$ cat src/mts_pkg.sv
// Package: constants and types for the measurement trigger sequencer.
// Assumes a 20 MHz reference clock.
package mts_pkg;
  typedef enum logic [2:0] {
    MTS_SRC_AUTO,
    MTS_SRC_SINGLE,
    MTS_SRC_EXT,
    MTS_SRC_IMM,
    MTS_SRC_BUS
  } mts_src_e;

  localparam int unsigned CLK_HZ = 20000000;
  localparam int unsigned SAMP_W = 16;
  localparam int unsigned TRIG_W = 16;
  localparam int unsigned DLY_W = 37;
  localparam logic [SAMP_W-1:0] SAMP_MIN = 16'h0001;
  localparam logic [SAMP_W-1:0] SAMP_MAX = 16'hc350;
  localparam logic [TRIG_W-1:0] TRIG_MIN = 16'h0001;
  localparam logic [TRIG_W-1:0] TRIG_MAX = 16'hc350;
  localparam int unsigned DLY_MAX_S = 3600;
  localparam logic [DLY_W-1:0] DLY_MAX_CYC = 37'(64'(DLY_MAX_S) * 64'(CLK_HZ));
  // Auto delay figures in microseconds, then in reference clock cycles
  localparam int unsigned AUTO_SHORT_US = 1000;
  localparam int unsigned AUTO_LONG_US = 1500;
  localparam logic [DLY_W-1:0] AUTO_SHORT_CYC = 37'(AUTO_SHORT_US * (CLK_HZ / 1000000));
  localparam logic [DLY_W-1:0] AUTO_LONG_CYC = 37'(AUTO_LONG_US * (CLK_HZ / 1000000));
endpackage

$ cat src/mts_cfg_if.sv
// Interface: settings handed from the settings store to the sequencer.
// Assumes one clock domain.
`timescale 1ns/1ps
interface mts_cfg_if;
  logic [2:0] src;
  logic [15:0] samp_cnt;
  logic [15:0] trig_cnt;
  logic trig_inf;
  logic dly_auto;
  logic [36:0] dly_cyc;
  modport store (output src, samp_cnt, trig_cnt, trig_inf, dly_auto, dly_cyc);
  modport seq (input src, samp_cnt, trig_cnt, trig_inf, dly_auto, dly_cyc);
endinterface

$ cat src/mts_settings.sv
// Settings store: trigger source, counts and delay.
// Assumes write strobes are single-cycle pulses; device clear is not an input here.
`timescale 1ns/1ps
module mts_settings (
  input wire logic ref_clk_i,
  input wire logic srst_i,
  input wire logic remote_i,
  input wire logic set_default_i,
  input wire logic preset_i,
  input wire logic src_wr_i,
  input wire logic [2:0] src_i,
  input wire logic samp_wr_i,
  input wire logic [15:0] samp_i,
  input wire logic trig_wr_i,
  input wire logic [15:0] trig_i,
  input wire logic trig_inf_i,
  input wire logic dly_wr_i,
  input wire logic dly_auto_i,
  input wire logic [36:0] dly_i,
  mts_cfg_if.store cfg
);
  logic [2:0] src_ff;
  logic [15:0] samp_ff;
  logic [15:0] trig_ff;
  logic inf_ff;
  logic auto_ff;
  logic [36:0] dly_ff;

  function automatic logic [15:0] clip16(input logic [15:0] v, input logic [15:0] hi);
    clip16 = (v == 16'h0000) ? 16'h0001 : ((v > hi) ? hi : v);
  endfunction

  // ==========================================
  // Source
  // default source on reset
  always_ff @(posedge ref_clk_i) begin
    if (srst_i || set_default_i) begin
      src_ff <= remote_i ? 3'(mts_pkg::MTS_SRC_IMM) : 3'(mts_pkg::MTS_SRC_AUTO);
      if (set_default_i) begin
        src_ff <= 3'(mts_pkg::MTS_SRC_IMM);
      end
    end else if (src_wr_i) begin
      src_ff <= src_i;
    end
  end

  // ==========================================
  // Counts
  // sample count range and default
  always_ff @(posedge ref_clk_i) begin
    if (srst_i || set_default_i) begin
      samp_ff <= mts_pkg::SAMP_MIN;
    end else if (samp_wr_i) begin
      samp_ff <= clip16(samp_i, mts_pkg::SAMP_MAX);
    end
  end

  always_ff @(posedge ref_clk_i) begin
    if (srst_i || set_default_i || preset_i) begin
      trig_ff <= mts_pkg::TRIG_MIN;
      inf_ff <= 1'b0;
    end else if (trig_wr_i) begin
      trig_ff <= clip16(trig_i, mts_pkg::TRIG_MAX);
      inf_ff <= trig_inf_i;
    end
  end

  // ==========================================
  // Delay
  // delay range, auto default
  always_ff @(posedge ref_clk_i) begin
    if (srst_i || set_default_i) begin
      auto_ff <= 1'b1;
      dly_ff <= '0;
    end else if (dly_wr_i) begin
      auto_ff <= dly_auto_i;
      dly_ff <= (dly_i > mts_pkg::DLY_MAX_CYC) ? mts_pkg::DLY_MAX_CYC : dly_i;
    end
  end

  assign cfg.src = src_ff;
  assign cfg.samp_cnt = samp_ff;
  assign cfg.trig_cnt = trig_ff;
  assign cfg.trig_inf = inf_ff;
  assign cfg.dly_auto = auto_ff;
  assign cfg.dly_cyc = dly_ff;
endmodule

$ cat src/mts_delay.sv
// Delay timer: counts down a loaded cycle figure, pulses done at zero.
// Assumes load is a single-cycle pulse; abort wins over load.
`timescale 1ns/1ps
module mts_delay #(
  parameter int unsigned W = 37
) (
  input wire logic ref_clk_i,
  input wire logic srst_i,
  input wire logic abort_i,
  input wire logic load_i,
  input wire logic [W-1:0] cyc_i,
  output logic done_o
);
  logic [W-1:0] cnt_ff;
  logic run_ff;

  always_ff @(posedge ref_clk_i) begin
    if (srst_i || abort_i) begin
      cnt_ff <= '0;
      run_ff <= 1'b0;
      done_o <= 1'b0;
    end else if (load_i) begin
      cnt_ff <= cyc_i;
      run_ff <= 1'b1;
      done_o <= 1'b0;
    end else if (run_ff) begin
      done_o <= (cnt_ff == '0);
      run_ff <= (cnt_ff != '0);
      cnt_ff <= (cnt_ff == '0) ? cnt_ff : cnt_ff - W'(1);
    end else begin
      done_o <= 1'b0;
    end
  end
endmodule

$ cat src/mts_seq.sv
// Trigger sequencer top: arming, trigger source selection, delay and
// reading handshake toward the measurement engine.
// Assumes all inputs are synchronous to ref_clk_i and commands are pulses.
`timescale 1ns/1ps
module mts_seq (
  input wire logic ref_clk_i,
  input wire logic srst_i,
  input wire logic remote_i,
  input wire logic set_default_i,
  input wire logic preset_i,
  input wire logic src_wr_i,
  input wire logic [2:0] src_i,
  input wire logic samp_wr_i,
  input wire logic [15:0] samp_i,
  input wire logic trig_wr_i,
  input wire logic [15:0] trig_i,
  input wire logic trig_inf_i,
  input wire logic dly_wr_i,
  input wire logic dly_auto_i,
  input wire logic [36:0] dly_i,
  input wire logic nplc_ge1_i,
  input wire logic arm_i,
  input wire logic dev_clear_i,
  input wire logic single_key_i,
  input wire logic ext_trig_n_i,
  input wire logic bus_trg_i,
  input wire logic get_msg_i,
  input wire logic rdg_done_i,
  output logic rdg_start_o,
  output logic waiting_o,
  output logic busy_o,
  output logic trig_ignored_o,
  output logic ext_pending_o
);
  typedef enum logic [2:0] {
    ST_IDLE,
    ST_WAIT,
    ST_DELAY,
    ST_READ
  } mts_state_e;

  mts_cfg_if cfg();

  mts_state_e state_ff;
  mts_state_e nxt_state;
  logic [15:0] samp_left_ff;
  logic [15:0] trig_done_ff;
  logic ext_prev_ff;
  logic ext_buf_ff;
  logic dly_load;
  logic dly_done;
  logic [36:0] dly_cyc;
  logic trig_now;
  logic ext_fall;
  logic key_ok;
  logic burst_end;
  logic last_trig;
  logic [15:0] eff_trig;

  mts_settings u_settings (
    .ref_clk_i(ref_clk_i),
    .srst_i(srst_i),
    .remote_i(remote_i),
    .set_default_i(set_default_i),
    .preset_i(preset_i),
    .src_wr_i(src_wr_i),
    .src_i(src_i),
    .samp_wr_i(samp_wr_i),
    .samp_i(samp_i),
    .trig_wr_i(trig_wr_i),
    .trig_i(trig_i),
    .trig_inf_i(trig_inf_i),
    .dly_wr_i(dly_wr_i),
    .dly_auto_i(dly_auto_i),
    .dly_i(dly_i),
    .cfg(cfg.store)
  );

  mts_delay #(.W(37)) u_delay (
    .ref_clk_i(ref_clk_i),
    .srst_i(srst_i),
    .abort_i(dev_clear_i),
    .load_i(dly_load),
    .cyc_i(dly_cyc),
    .done_o(dly_done)
  );

  // ==========================================
  // Trigger qualification
  // low-true edge detect
  assign ext_fall = ext_prev_ff & ~ext_trig_n_i;
  assign key_ok = single_key_i & ~remote_i;

  always_comb begin
    trig_now = 1'b0;
    unique case (mts_pkg::mts_src_e'(cfg.src))
      mts_pkg::MTS_SRC_AUTO: trig_now = 1'b1;
      mts_pkg::MTS_SRC_SINGLE: trig_now = key_ok | ext_fall | ext_buf_ff;
      mts_pkg::MTS_SRC_EXT: trig_now = ext_fall | ext_buf_ff;
      mts_pkg::MTS_SRC_IMM: trig_now = 1'b1;
      mts_pkg::MTS_SRC_BUS: trig_now = bus_trg_i | get_msg_i;
      default: trig_now = 1'b0;
    endcase
  end

  assign dly_cyc = cfg.dly_auto ?
    (nplc_ge1_i ? mts_pkg::AUTO_LONG_CYC : mts_pkg::AUTO_SHORT_CYC) : cfg.dly_cyc;

  assign eff_trig = remote_i ? cfg.trig_cnt : 16'h0001;
  assign last_trig = ~(remote_i & cfg.trig_inf) && (trig_done_ff + 16'h0001 >= eff_trig);
  assign burst_end = (state_ff == ST_READ) && rdg_done_i && (samp_left_ff <= 16'h0001);

  // ==========================================
  // State machine
  always_comb begin
    nxt_state = state_ff;
    dly_load = 1'b0;
    unique case (state_ff)
      ST_IDLE: begin
        if (arm_i || (!remote_i && cfg.src != 3'(mts_pkg::MTS_SRC_BUS))) begin
          nxt_state = ST_WAIT;
        end
      end
      ST_WAIT: begin
        if (trig_now) begin
          nxt_state = ST_DELAY;
          dly_load = 1'b1;
        end
      end
      ST_DELAY: begin
        if (dly_done) begin
          nxt_state = ST_READ;
        end
      end
      ST_READ: begin
        if (rdg_done_i) begin
          if (samp_left_ff > 16'h0001) begin
            nxt_state = ST_DELAY;
            dly_load = 1'b1;
          end else if (last_trig && remote_i) begin
            nxt_state = ST_IDLE;
          end else begin
            nxt_state = ST_WAIT;
          end
        end
      end
      default: nxt_state = ST_IDLE;
    endcase
  end

  always_ff @(posedge ref_clk_i) begin
    if (srst_i || dev_clear_i) begin
      state_ff <= ST_IDLE;
    end else begin
      state_ff <= nxt_state;
    end
  end

  // ==========================================
  // Counters
  always_ff @(posedge ref_clk_i) begin
    if (srst_i || dev_clear_i) begin
      samp_left_ff <= 16'h0000;
    end else if (state_ff == ST_WAIT && trig_now) begin
      samp_left_ff <= cfg.samp_cnt;
    end else if (state_ff == ST_READ && rdg_done_i) begin
      samp_left_ff <= samp_left_ff - 16'h0001;
    end
  end

  always_ff @(posedge ref_clk_i) begin
    // Local use restarts the count, so a return to remote begins afresh
    if (srst_i || dev_clear_i || state_ff == ST_IDLE || !remote_i) begin
      trig_done_ff <= 16'h0000;
    end else if (burst_end) begin
      trig_done_ff <= trig_done_ff + 16'h0001;
    end
  end

  // ==========================================
  // External trigger buffer
  always_ff @(posedge ref_clk_i) begin
    if (srst_i) begin
      ext_prev_ff <= 1'b1;
    end else begin
      ext_prev_ff <= ext_trig_n_i;
    end
  end

  always_ff @(posedge ref_clk_i) begin
    if (srst_i || dev_clear_i) begin
      ext_buf_ff <= 1'b0;
    end else if (ext_fall && (state_ff == ST_DELAY || state_ff == ST_READ)) begin
      ext_buf_ff <= 1'b1;
    end else if (state_ff == ST_WAIT || state_ff == ST_IDLE) begin
      // Stale trigger must not fire a later arm
      ext_buf_ff <= 1'b0;
    end
  end

  // ==========================================
  // Outputs
  always_ff @(posedge ref_clk_i) begin
    if (srst_i || dev_clear_i) begin
      rdg_start_o <= 1'b0;
      waiting_o <= 1'b0;
      busy_o <= 1'b0;
      ext_pending_o <= 1'b0;
    end else begin
      rdg_start_o <= (state_ff == ST_DELAY) && dly_done;
      waiting_o <= (nxt_state == ST_WAIT);
      busy_o <= (nxt_state == ST_DELAY) || (nxt_state == ST_READ);
      ext_pending_o <= ext_buf_ff;
    end
  end

  always_ff @(posedge ref_clk_i) begin
    if (srst_i) begin
      trig_ignored_o <= 1'b0;
    end else begin
      trig_ignored_o <= (bus_trg_i | get_msg_i) && (state_ff != ST_WAIT);
    end
  end
endmodule

$ cat config.mk
export PLATFORM = sky130hd
export DESIGN_NAME = mts_seq
export DESIGN_NICKNAME = d
export VERILOG_FILES = /design/src/mts_pkg.sv /design/src/mts_cfg_if.sv /design/src/mts_settings.sv /design/src/mts_delay.sv /design/src/mts_seq.sv
export SDC_FILE = /design/constraint.sdc
export NUM_CORES = 1
export LEC_CHECK = 0
export BUFFER_PORTS_ARGS = -buffer_cell sky130_fd_sc_hd__buf_2
export CAP_MARGIN = 10
export CORE_UTILIZATION = 58
export DETAILED_ROUTE_END_ITERATION = 10
export HOLD_SLACK_MARGIN = 0.03
export PLACE_DENSITY = 0.87
export SYNTH_ARGS = -nofsm -noshare
export SYNTH_HDL_FRONTEND = slang
export SYNTH_SLANG_ARGS = --single-unit
$ cat constraint.sdc
create_clock -name ref_clk_i -period 3 [get_ports ref_clk_i]
set_input_delay 0.45 -clock ref_clk_i [delete_from_list [all_inputs] [get_ports ref_clk_i]]
set_output_delay 0.45 -clock ref_clk_i [all_outputs]
set_load 0.05 [all_outputs]
# [Yosys cells after proc, flatten, opt, wreduce, memory -nomap -nowiden]
# Cells that the tools add are included.
[classes] n_addsub=3 magnitude_cmp=6 n_eq_ne=13 n_mux=33 bitwise=11 reduce_logical=32
[ops] op="2-to-1 mux 37 bit" count=5
[ops] op="2-to-1 mux 16 bit" count=7
[ops] op="> comparator 37 bit (second input constant)" count=1
[ops] op="zero test 37 bit" count=1
[ops] op="nonzero test 37 bit" count=1
[ops] op="subtractor 37 x 1 -> 37 bit (second input constant)" count=1
[ops] op="> comparator 16 bit (second input constant)" count=2
[ops] op="zero test 16 bit" count=2
[ops] op="2-to-1 mux 3 bit" count=7
[ops] op="equality test 3 x 2 -> 1 bit (second input constant)" count=6
[ops] op="adder 16 x 1 -> 16 bit (second input constant)" count=1
[ops] op="greater-or-equal comparator 16 bit" count=1
[ops] op="> comparator 16 x 1 -> 1 bit (second input constant)" count=1
[ops] op="less-or-equal comparator 16 x 1 -> 1 bit (second input constant)" count=1
[ops] op="subtractor 16 x 1 -> 16 bit (second input constant)" count=1
[ops] op="2-to-1 mux 14 bit" count=1
[ops] op="case mux 3 bit (4 select lines)" count=1
[ops] op="equality test 3 x 1 -> 1 bit (second input constant)" count=3
[ops] op="logical AND 1 bit" count=9
[ops] op="logical OR 1 bit" count=9
[ops] op="2-to-1 mux 1 bit" count=8
[ops] op="nonzero test 2 bit" count=4
[ops] op="zero test 3 bit" count=2
[ops] op="2-to-1 mux 2 bit" count=2
[ops] op="other kinds (13)" count=21
[word_totals] ff_bits=155 in_bits=91 out_inout_bits=5 word_cells=117

# [Logic depth before layout (Yosys ltp)]
[logic_depth] ltp_word=10 depth_mapped=13 mapped_depth_nobuf=12

# [Hierarchy]
# From an unflattened synthesis, not the netlist that was laid out.
[hier_totals] hier_cells=952 area_unflattened_um2=8051.5
[modules_own_cells] module="mts_settings" n_inst=1 cells_each=324 area_per_inst_um2=2951.6 seq_area_each_um2=1511.4
[modules_own_cells] module="mts_seq" n_inst=1 cells_each=356 area_per_inst_um2=2825.2 seq_area_each_um2=840.8
[modules_own_cells] module="mts_delay" n_inst=1 cells_each=272 area_per_inst_um2=2274.7 seq_area_each_um2=780.7

# [Worst setup path after synthesis]
# OpenSTA, ideal clock, no wires.
[synth_path] kind="register -> register" startpoint="register trig_done_ff[0]" endpoint="register waiting_o" setup_ns=0.132 arrival_time_ns=2.494 t_required_ns=2.868 slack_ns=0.374 stages_incl_launch_ff=13 path_buffers=1 period_less_slack_ns=2.626 path_cell_list="dfxtp_1 ha_1 and3_1 and2_1 clkbuf_1 nor2b_1 nand3_1 xnor2_1 ha_1 nand4_1 or3_1 o21ai_1 a21oi_1"
[synth_via] elab_chain_len=9
[synth_rtl] element="start: declaration" line_no="mts_seq.sv:47" text="logic [15:0] trig_done_ff;"
[synth_rtl] element="start signal: assignment" line_no="mts_seq.sv:176" text="trig_done_ff <= trig_done_ff + 16'h0001;"
[synth_rtl] element="adder 16 x 1 -> 16 bit" line_no="mts_seq.sv:110" text="assign last_trig = ~(remote_i & cfg.trig_inf) && (trig_done_ff + 16'h0001 >= eff_trig);"
[synth_rtl] element="greater-or-equal comparator 16 bit" line_no="mts_seq.sv:110"
[synth_rtl] element="logical AND 1 bit" line_no="mts_seq.sv:110"
[synth_rtl] element="logical AND 1 bit" line_no="mts_seq.sv:140" text="end else if (last_trig && remote_i) begin"
[synth_rtl] element="2-to-1 mux 1 bit" line_no="mts_seq.sv:140"
[synth_rtl] element="2-to-1 mux 2 bit" line_no="mts_seq.sv:137" text="if (samp_left_ff > 16'h0001) begin"
[synth_rtl] element="2-to-1 mux 3 bit" line_no="mts_seq.sv:136" text="if (rdg_done_i) begin"
[synth_rtl] element="case mux 3 bit (4 select lines)" line_no="mts_seq.sv:118" text="unique case (state_ff)"
[synth_rtl] element="equality test 3 x 1 -> 1 bit" line_no="mts_seq.sv:211" text="waiting_o <= (nxt_state == ST_WAIT);"
[synth_rtl] element="end signal: assignment" line_no="mts_seq.sv:211"
[synth_rtl] element="end: declaration" line_no="mts_seq.sv:30" text="output logic waiting_o,"
# No other way between the ends.
# A chain may end at the register's enable or synchronous reset.

# [Final worst setup path]
# Ends and elaborated chain as after synthesis.

==> impl_metrics.xml <==
<?xml version="1.0" encoding="UTF-8"?>
<metrics>
  <group name="sta">
    <metric name="fin_hold_ws" unit="ps">236</metric>
    <metric name="final.setup.tns" unit="ps">0</metric>
    <metric name="clock_skew" unit="ps">8.85</metric>
    <metric name="timing.max_slew.rel_slack" unit="%">55.4</metric>
    <metric name="tightest_slew" unit="ps">663</metric>
    <metric name="timing.final.hold_violations" unit="">0</metric>
    <metric name="setup_viol_count_final" unit="">0</metric>
    <metric name="final-max-slew-violation-count" unit="">0</metric>
    <metric name="fmax" unit="MHz">363</metric>
    <metric name="period_share" unit="%">91.9</metric>
    <metric name="final_period_minus_worst_setup_slack" unit="ps">2760</metric>
    <metric name="rsz0062_at_grt" unit="">false</metric>
  </group>
  <group name="yosys">
    <metric name="synth.net_count" unit="">1019</metric>
    <metric name="synth_warnings" unit="">0</metric>
    <metric name="yosys.cell_types.count" unit="">69</metric>
    <metric name="synth-edff-count" unit="">3</metric>
    <metric name="synth_sequential_area_ratio" unit="%">40.7</metric>
    <metric name="postSynthRegisterBits" unit="">155</metric>
    <metric name="postSynthAreaPerCell" unit="sq um">8.49</metric>
    <metric name="synth_top_flop_cell" unit="">sky130_fd_sc_hd__dfxtp_1</metric>
    <metric name="async_set_or_reset_flop_fraction_in_the_synthesized_netlist" unit="%">0</metric>
    <metric name="syn_std_cell_area" unit="sq mm">0.00770</metric>
    <metric name="post_synth_inst_count" unit="">908</metric>
  </group>
  <group name="floorplanning">
    <metric name="die_height" unit="microns">117</metric>
    <metric name="num_io_pins" unit="">96</metric>
    <metric name="initial_core_util" unit="%">60.3</metric>
    <metric name="design.die.area" unit="sq mm">0.0137</metric>
    <metric name="core.rowCount" unit="">41</metric>
    <metric name="core-area" unit="sq mm">0.0128</metric>
    <metric name="dieWidth" unit="microns">117</metric>
  </group>
  <group name="global_routing">
    <metric name="grt.overflow.total" unit="">0</metric>
    <metric name="number_of_global_route_vias_before_repair" unit="">6792</metric>
    <metric name="global_route.usage.total" unit="%">29.3</metric>
    <metric name="grt_first_pass_wirelength" unit="mm">31.0</metric>
    <metric name="grt_start_max_net_pins" unit="">31</metric>
    <metric name="antenna_found_initial" unit="">1</metric>
  </group>
  <group name="worst_setup_path">
    <metric name="timing.critical_path.fanout_max" unit="">7</metric>
    <metric name="end_kind" unit="">flop</metric>
    <metric name="worstPathRequired" unit="ps">3310</metric>
    <metric name="timing.reg2reg.setup_slack" unit="ps">240</metric>
    <metric name="crit_arrival" unit="ps">3060</metric>
    <metric name="reg2reg_depth" unit="">11</metric>
    <metric name="crit-reg2reg-capture" unit="">waiting_o$_SDFF_PP0_</metric>
    <metric name="crit-reg2reg-launch" unit="">trig_done_ff[0]$_SDFFE_PP0P_</metric>
    <metric name="timing.critical_path.from_type" unit="">flop</metric>
    <metric name="critical_path.startpoint" unit="">trig_done_ff[0]$_SDFFE_PP0P_</metric>
    <metric name="endpoint" unit="">waiting_o$_SDFF_PP0_</metric>
    <metric name="criticalPathCategory" unit="">flop to flop</metric>
  </group>
  <group name="clocking">
    <metric name="clkSlewWorstSetupHoldPaths" unit="ps">60</metric>
    <metric name="cts-root-buf" unit="">sky130_fd_sc_hd__clkbuf_16</metric>
    <metric name="htreeDepth" unit="">4</metric>
    <metric name="cts_hold_repair.buffers" unit="">0</metric>
    <metric name="cts_buffer_depth" unit="">2</metric>
    <metric name="clock-sinks" unit="">155</metric>
    <metric name="clock_tree_from_tritoncts" unit="">built</metric>
    <metric name="cts_post_setup_buffers_inserted" unit="">0</metric>
    <metric name="cts-buffers-inserted" unit="">17</metric>
    <metric name="worst_skew_pair.late_latency" unit="ps">440</metric>
  </group>
  <group name="detailed_routing">
    <metric name="drcViolationCount" unit="">0</metric>
    <metric name="detail_route.first_pass.iterations" unit="">5</metric>
    <metric name="routed_wl" unit="mm">19.6</metric>
    <metric name="drtAntennaViolNets" unit="">0</metric>
    <metric name="wl_per_cell" unit="microns">16.6</metric>
    <metric name="first_iter_violations" unit="">584</metric>
    <metric name="vias_per_cell" unit="">6.13</metric>
    <metric name="num_vias" unit="">7263</metric>
  </group>
  <group name="place">
    <metric name="dpl.hpwl" unit="mm">13.9</metric>
    <metric name="portBuffers" unit="">95</metric>
    <metric name="finalWeightedCongestion" unit="">0.911</metric>
    <metric name="place_inst" unit="">1152</metric>
    <metric name="place_area" unit="sq mm">0.00842</metric>
  </group>
  <group name="flow_run">
    <metric name="number_of_maximum_capacitance_violations" unit="">0</metric>
  </group>
  <group name="finish">
    <metric name="fin_area" unit="sq mm">0.00904</metric>
    <metric name="area_of_the_multi_input_gates" unit="sq mm">0.00430</metric>
    <metric name="drive_above_1_share" unit="%">17.1</metric>
    <metric name="seq_area" unit="sq mm">0.00313</metric>
    <metric name="final.fill_count" unit="">963</metric>
    <metric name="final-instance-count-excl-fill" unit="">1184</metric>
    <metric name="antennaDiodeCount" unit="">0</metric>
    <metric name="area_growth_syn_to_layout" unit="%">17.3</metric>
    <metric name="design.final.nets" unit="">1110</metric>
  </group>
  <group name="pwr">
    <metric name="p_per_area" unit="mW/mm^2">523</metric>
    <metric name="leakagePower" unit="nW">3.62</metric>
    <metric name="vdd_ir_drop_max" unit="V">0.000422</metric>
  </group>
  <group name="min_path">
    <metric name="timing.hold.worst.class" unit="">input pin to flop</metric>
  </group>
  <group name="outcome">
    <metric name="status" unit="">completed</metric>
  </group>
</metrics>
## metal layers
metal	GRT usage [%]	part of all wire, %
met5	0	0.066
met3	6.69	6.8
met2	47.7	48
met4	13.6	2.7
met1	36.8	43
## synth_stat cells (5+ instances only)
master	number	area [sq um]
sky130_fd_sc_hd__a211oi_1	7	52.6
sky130_fd_sc_hd__a21o_1	5	37.5
sky130_fd_sc_hd__a21oi_1	63	315
sky130_fd_sc_hd__a22o_1	33	289
sky130_fd_sc_hd__a22oi_1	6	45.0
sky130_fd_sc_hd__a31oi_1	15	93.8
sky130_fd_sc_hd__and2_1	10	62.6
sky130_fd_sc_hd__and3_1	6	37.5
sky130_fd_sc_hd__buf_2	5	25.0
sky130_fd_sc_hd__clkbuf_1	40	150
sky130_fd_sc_hd__dfxtp_1	152	3040
sky130_fd_sc_hd__ha_1	20	250
sky130_fd_sc_hd__inv_1	24	90.1
sky130_fd_sc_hd__mux2i_1	9	90.1
sky130_fd_sc_hd__nand2_1	74	278
sky130_fd_sc_hd__nand2b_1	24	150
sky130_fd_sc_hd__nand3_1	41	205
sky130_fd_sc_hd__nand4_1	28	175
sky130_fd_sc_hd__nand4b_1	10	87.6
sky130_fd_sc_hd__nor2_1	82	308
sky130_fd_sc_hd__nor2b_1	9	56.3
sky130_fd_sc_hd__nor3_1	20	100
sky130_fd_sc_hd__nor4_1	21	131
sky130_fd_sc_hd__o2111ai_1	5	43.8
sky130_fd_sc_hd__o21ai_0	29	145
sky130_fd_sc_hd__o21ai_1	17	85.1
sky130_fd_sc_hd__o31ai_1	12	90.1
sky130_fd_sc_hd__or2_2	8	50.1
sky130_fd_sc_hd__or3_1	7	43.8
sky130_fd_sc_hd__or4_1	5	37.5
sky130_fd_sc_hd__xnor2_1	16	140
sky130_fd_sc_hd__xor2_1	44	385
## cell usage in the layout (no fill, tap or decap), types with 10 or more instances in the layout
| cell type | instances |
|---|---|
| sky130_fd_sc_hd__a21oi_1 | 63 |
| sky130_fd_sc_hd__a22o_1 | 33 |
| sky130_fd_sc_hd__a31oi_1 | 15 |
| sky130_fd_sc_hd__buf_2 | 95 |
| sky130_fd_sc_hd__buf_4 | 25 |
| sky130_fd_sc_hd__clkbuf_16 | 17 |
| sky130_fd_sc_hd__dfxtp_1 | 152 |
| sky130_fd_sc_hd__ha_1 | 20 |
| sky130_fd_sc_hd__inv_1 | 24 |
| sky130_fd_sc_hd__nand2_1 | 74 |
| sky130_fd_sc_hd__nand2b_1 | 24 |
| sky130_fd_sc_hd__nand3_1 | 41 |
| sky130_fd_sc_hd__nand4_1 | 28 |
| sky130_fd_sc_hd__nand4b_1 | 10 |
| sky130_fd_sc_hd__nor2_1 | 82 |
| sky130_fd_sc_hd__nor3_1 | 20 |
| sky130_fd_sc_hd__nor4_1 | 21 |
| sky130_fd_sc_hd__o21ai_0 | 29 |
| sky130_fd_sc_hd__o21ai_1 | 17 |
| sky130_fd_sc_hd__o31ai_1 | 11 |
| sky130_fd_sc_hd__xnor2_1 | 16 |
| sky130_fd_sc_hd__xor2_1 | 44 |
## area by class of cell
type / instances / share of cell area [%]
timing repair buffer: 121 / 7.56
inverter: 24 / 0.997
clock buffer: 20 / 5.05
clock inverter: 12 / 1.83
sequential: 155 / 34.7
tap: 172 / 2.38
multi-input combinational: 680 / 47.5
## registers in the layout, summed over array words and instances (netlist names), 3 cells and up
register / count
u_settings.cfg.src: 3
u_settings.cfg.samp_cnt: 16
state_ff: 3
samp_left_ff: 16
u_delay.cnt_ff: 37
u_settings.cfg.dly_cyc: 37
trig_done_ff: 16
u_settings.cfg.trig_cnt: 16
## worst min path at each step
| stage | from | end | slack, ps | cells past startpoint |
|---|---|---|---|---|
| after global placement | u_settings.cfg.dly_cyc[25]$_SDFFE_PP0P_ | u_delay.cnt_ff[25]$_SDFFE_PP0P_ | 430 | 2 |
| after global routing | dly_i[29] | u_settings.cfg.dly_cyc[29]$_SDFFE_PP0P_ | 240 | 2 |
| after detailed placement | u_settings.cfg.dly_cyc[23]$_SDFFE_PP0P_ | u_delay.cnt_ff[23]$_SDFFE_PP0P_ | 440 | 2 |
| after CTS | dly_i[28] | u_settings.cfg.dly_cyc[28]$_SDFFE_PP0P_ | 230 | 2 |
| final | dly_auto_i | u_settings.cfg.dly_auto$_SDFFE_PP1P_ | 240 | 3 |
| after floorplan | u_settings.cfg.dly_cyc[23]$_SDFFE_PP0P_ | u_delay.cnt_ff[23]$_SDFFE_PP0P_ | 420 | 2 |
## power breakdown
| group | switching, mW | internal (mW) | leakage [nW] |
|---|---|---|---|
| combinational | 0.216 | 0.141 | 2.06 |
| clock | 0.875 | 1.36 | 0.293 |
| sequential | 0.0302 | 2.10 | 1.26 |
| total | 1.12 | 3.60 | 3.62 |
## critical path: stages, from the launching register on
cell and delay [ps]:
sky130_fd_sc_hd__dfxtp_1 400, sky130_fd_sc_hd__ha_1 230, sky130_fd_sc_hd__and3_1 230, sky130_fd_sc_hd__and2_2 230
sky130_fd_sc_hd__nor2b_1 220, sky130_fd_sc_hd__nand3_1 120, sky130_fd_sc_hd__xnor2_1 150, sky130_fd_sc_hd__ha_1 310
sky130_fd_sc_hd__nand4_1 100, sky130_fd_sc_hd__or3_1 370, sky130_fd_sc_hd__o21ai_1 180, sky130_fd_sc_hd__a21oi_1 90
## per-stage QoR
step / setup slack, ps / total power, mW / util [%]
after floorplan: 374 / 2.37 / -
after global placement: 390 / 2.51 / 65.9
after detailed placement: 328 / 2.52 / 65.9
after CTS: 179 / 4.72 / 70.8
after global routing: 35.3 / 4.85 / 70.8
final: 244 / 4.73 / 70.8
## cell families after synthesis
| group | Yosys count | share of synthesized area [%] |
|---|---|---|
| flops | 155 | 40.7 |
| xor+xnor | 60 | 6.82 |
| buf+inv | 73 | 3.73 |
| mux | 9 | 1.17 |
| fa+ha+maj | 20 | 3.25 |
| other cells | 1 | 0.0487 |
| compound gates | 222 | 19.0 |
| simple gates | 368 | 25.3 |
## timing repair
action,4_1_cts,5_1_grt
endpoints found under the setup margin,0,2
resized for setup,0,1
endpoints found under the hold margin,0,0
Power figures use the tool's default switching activity.
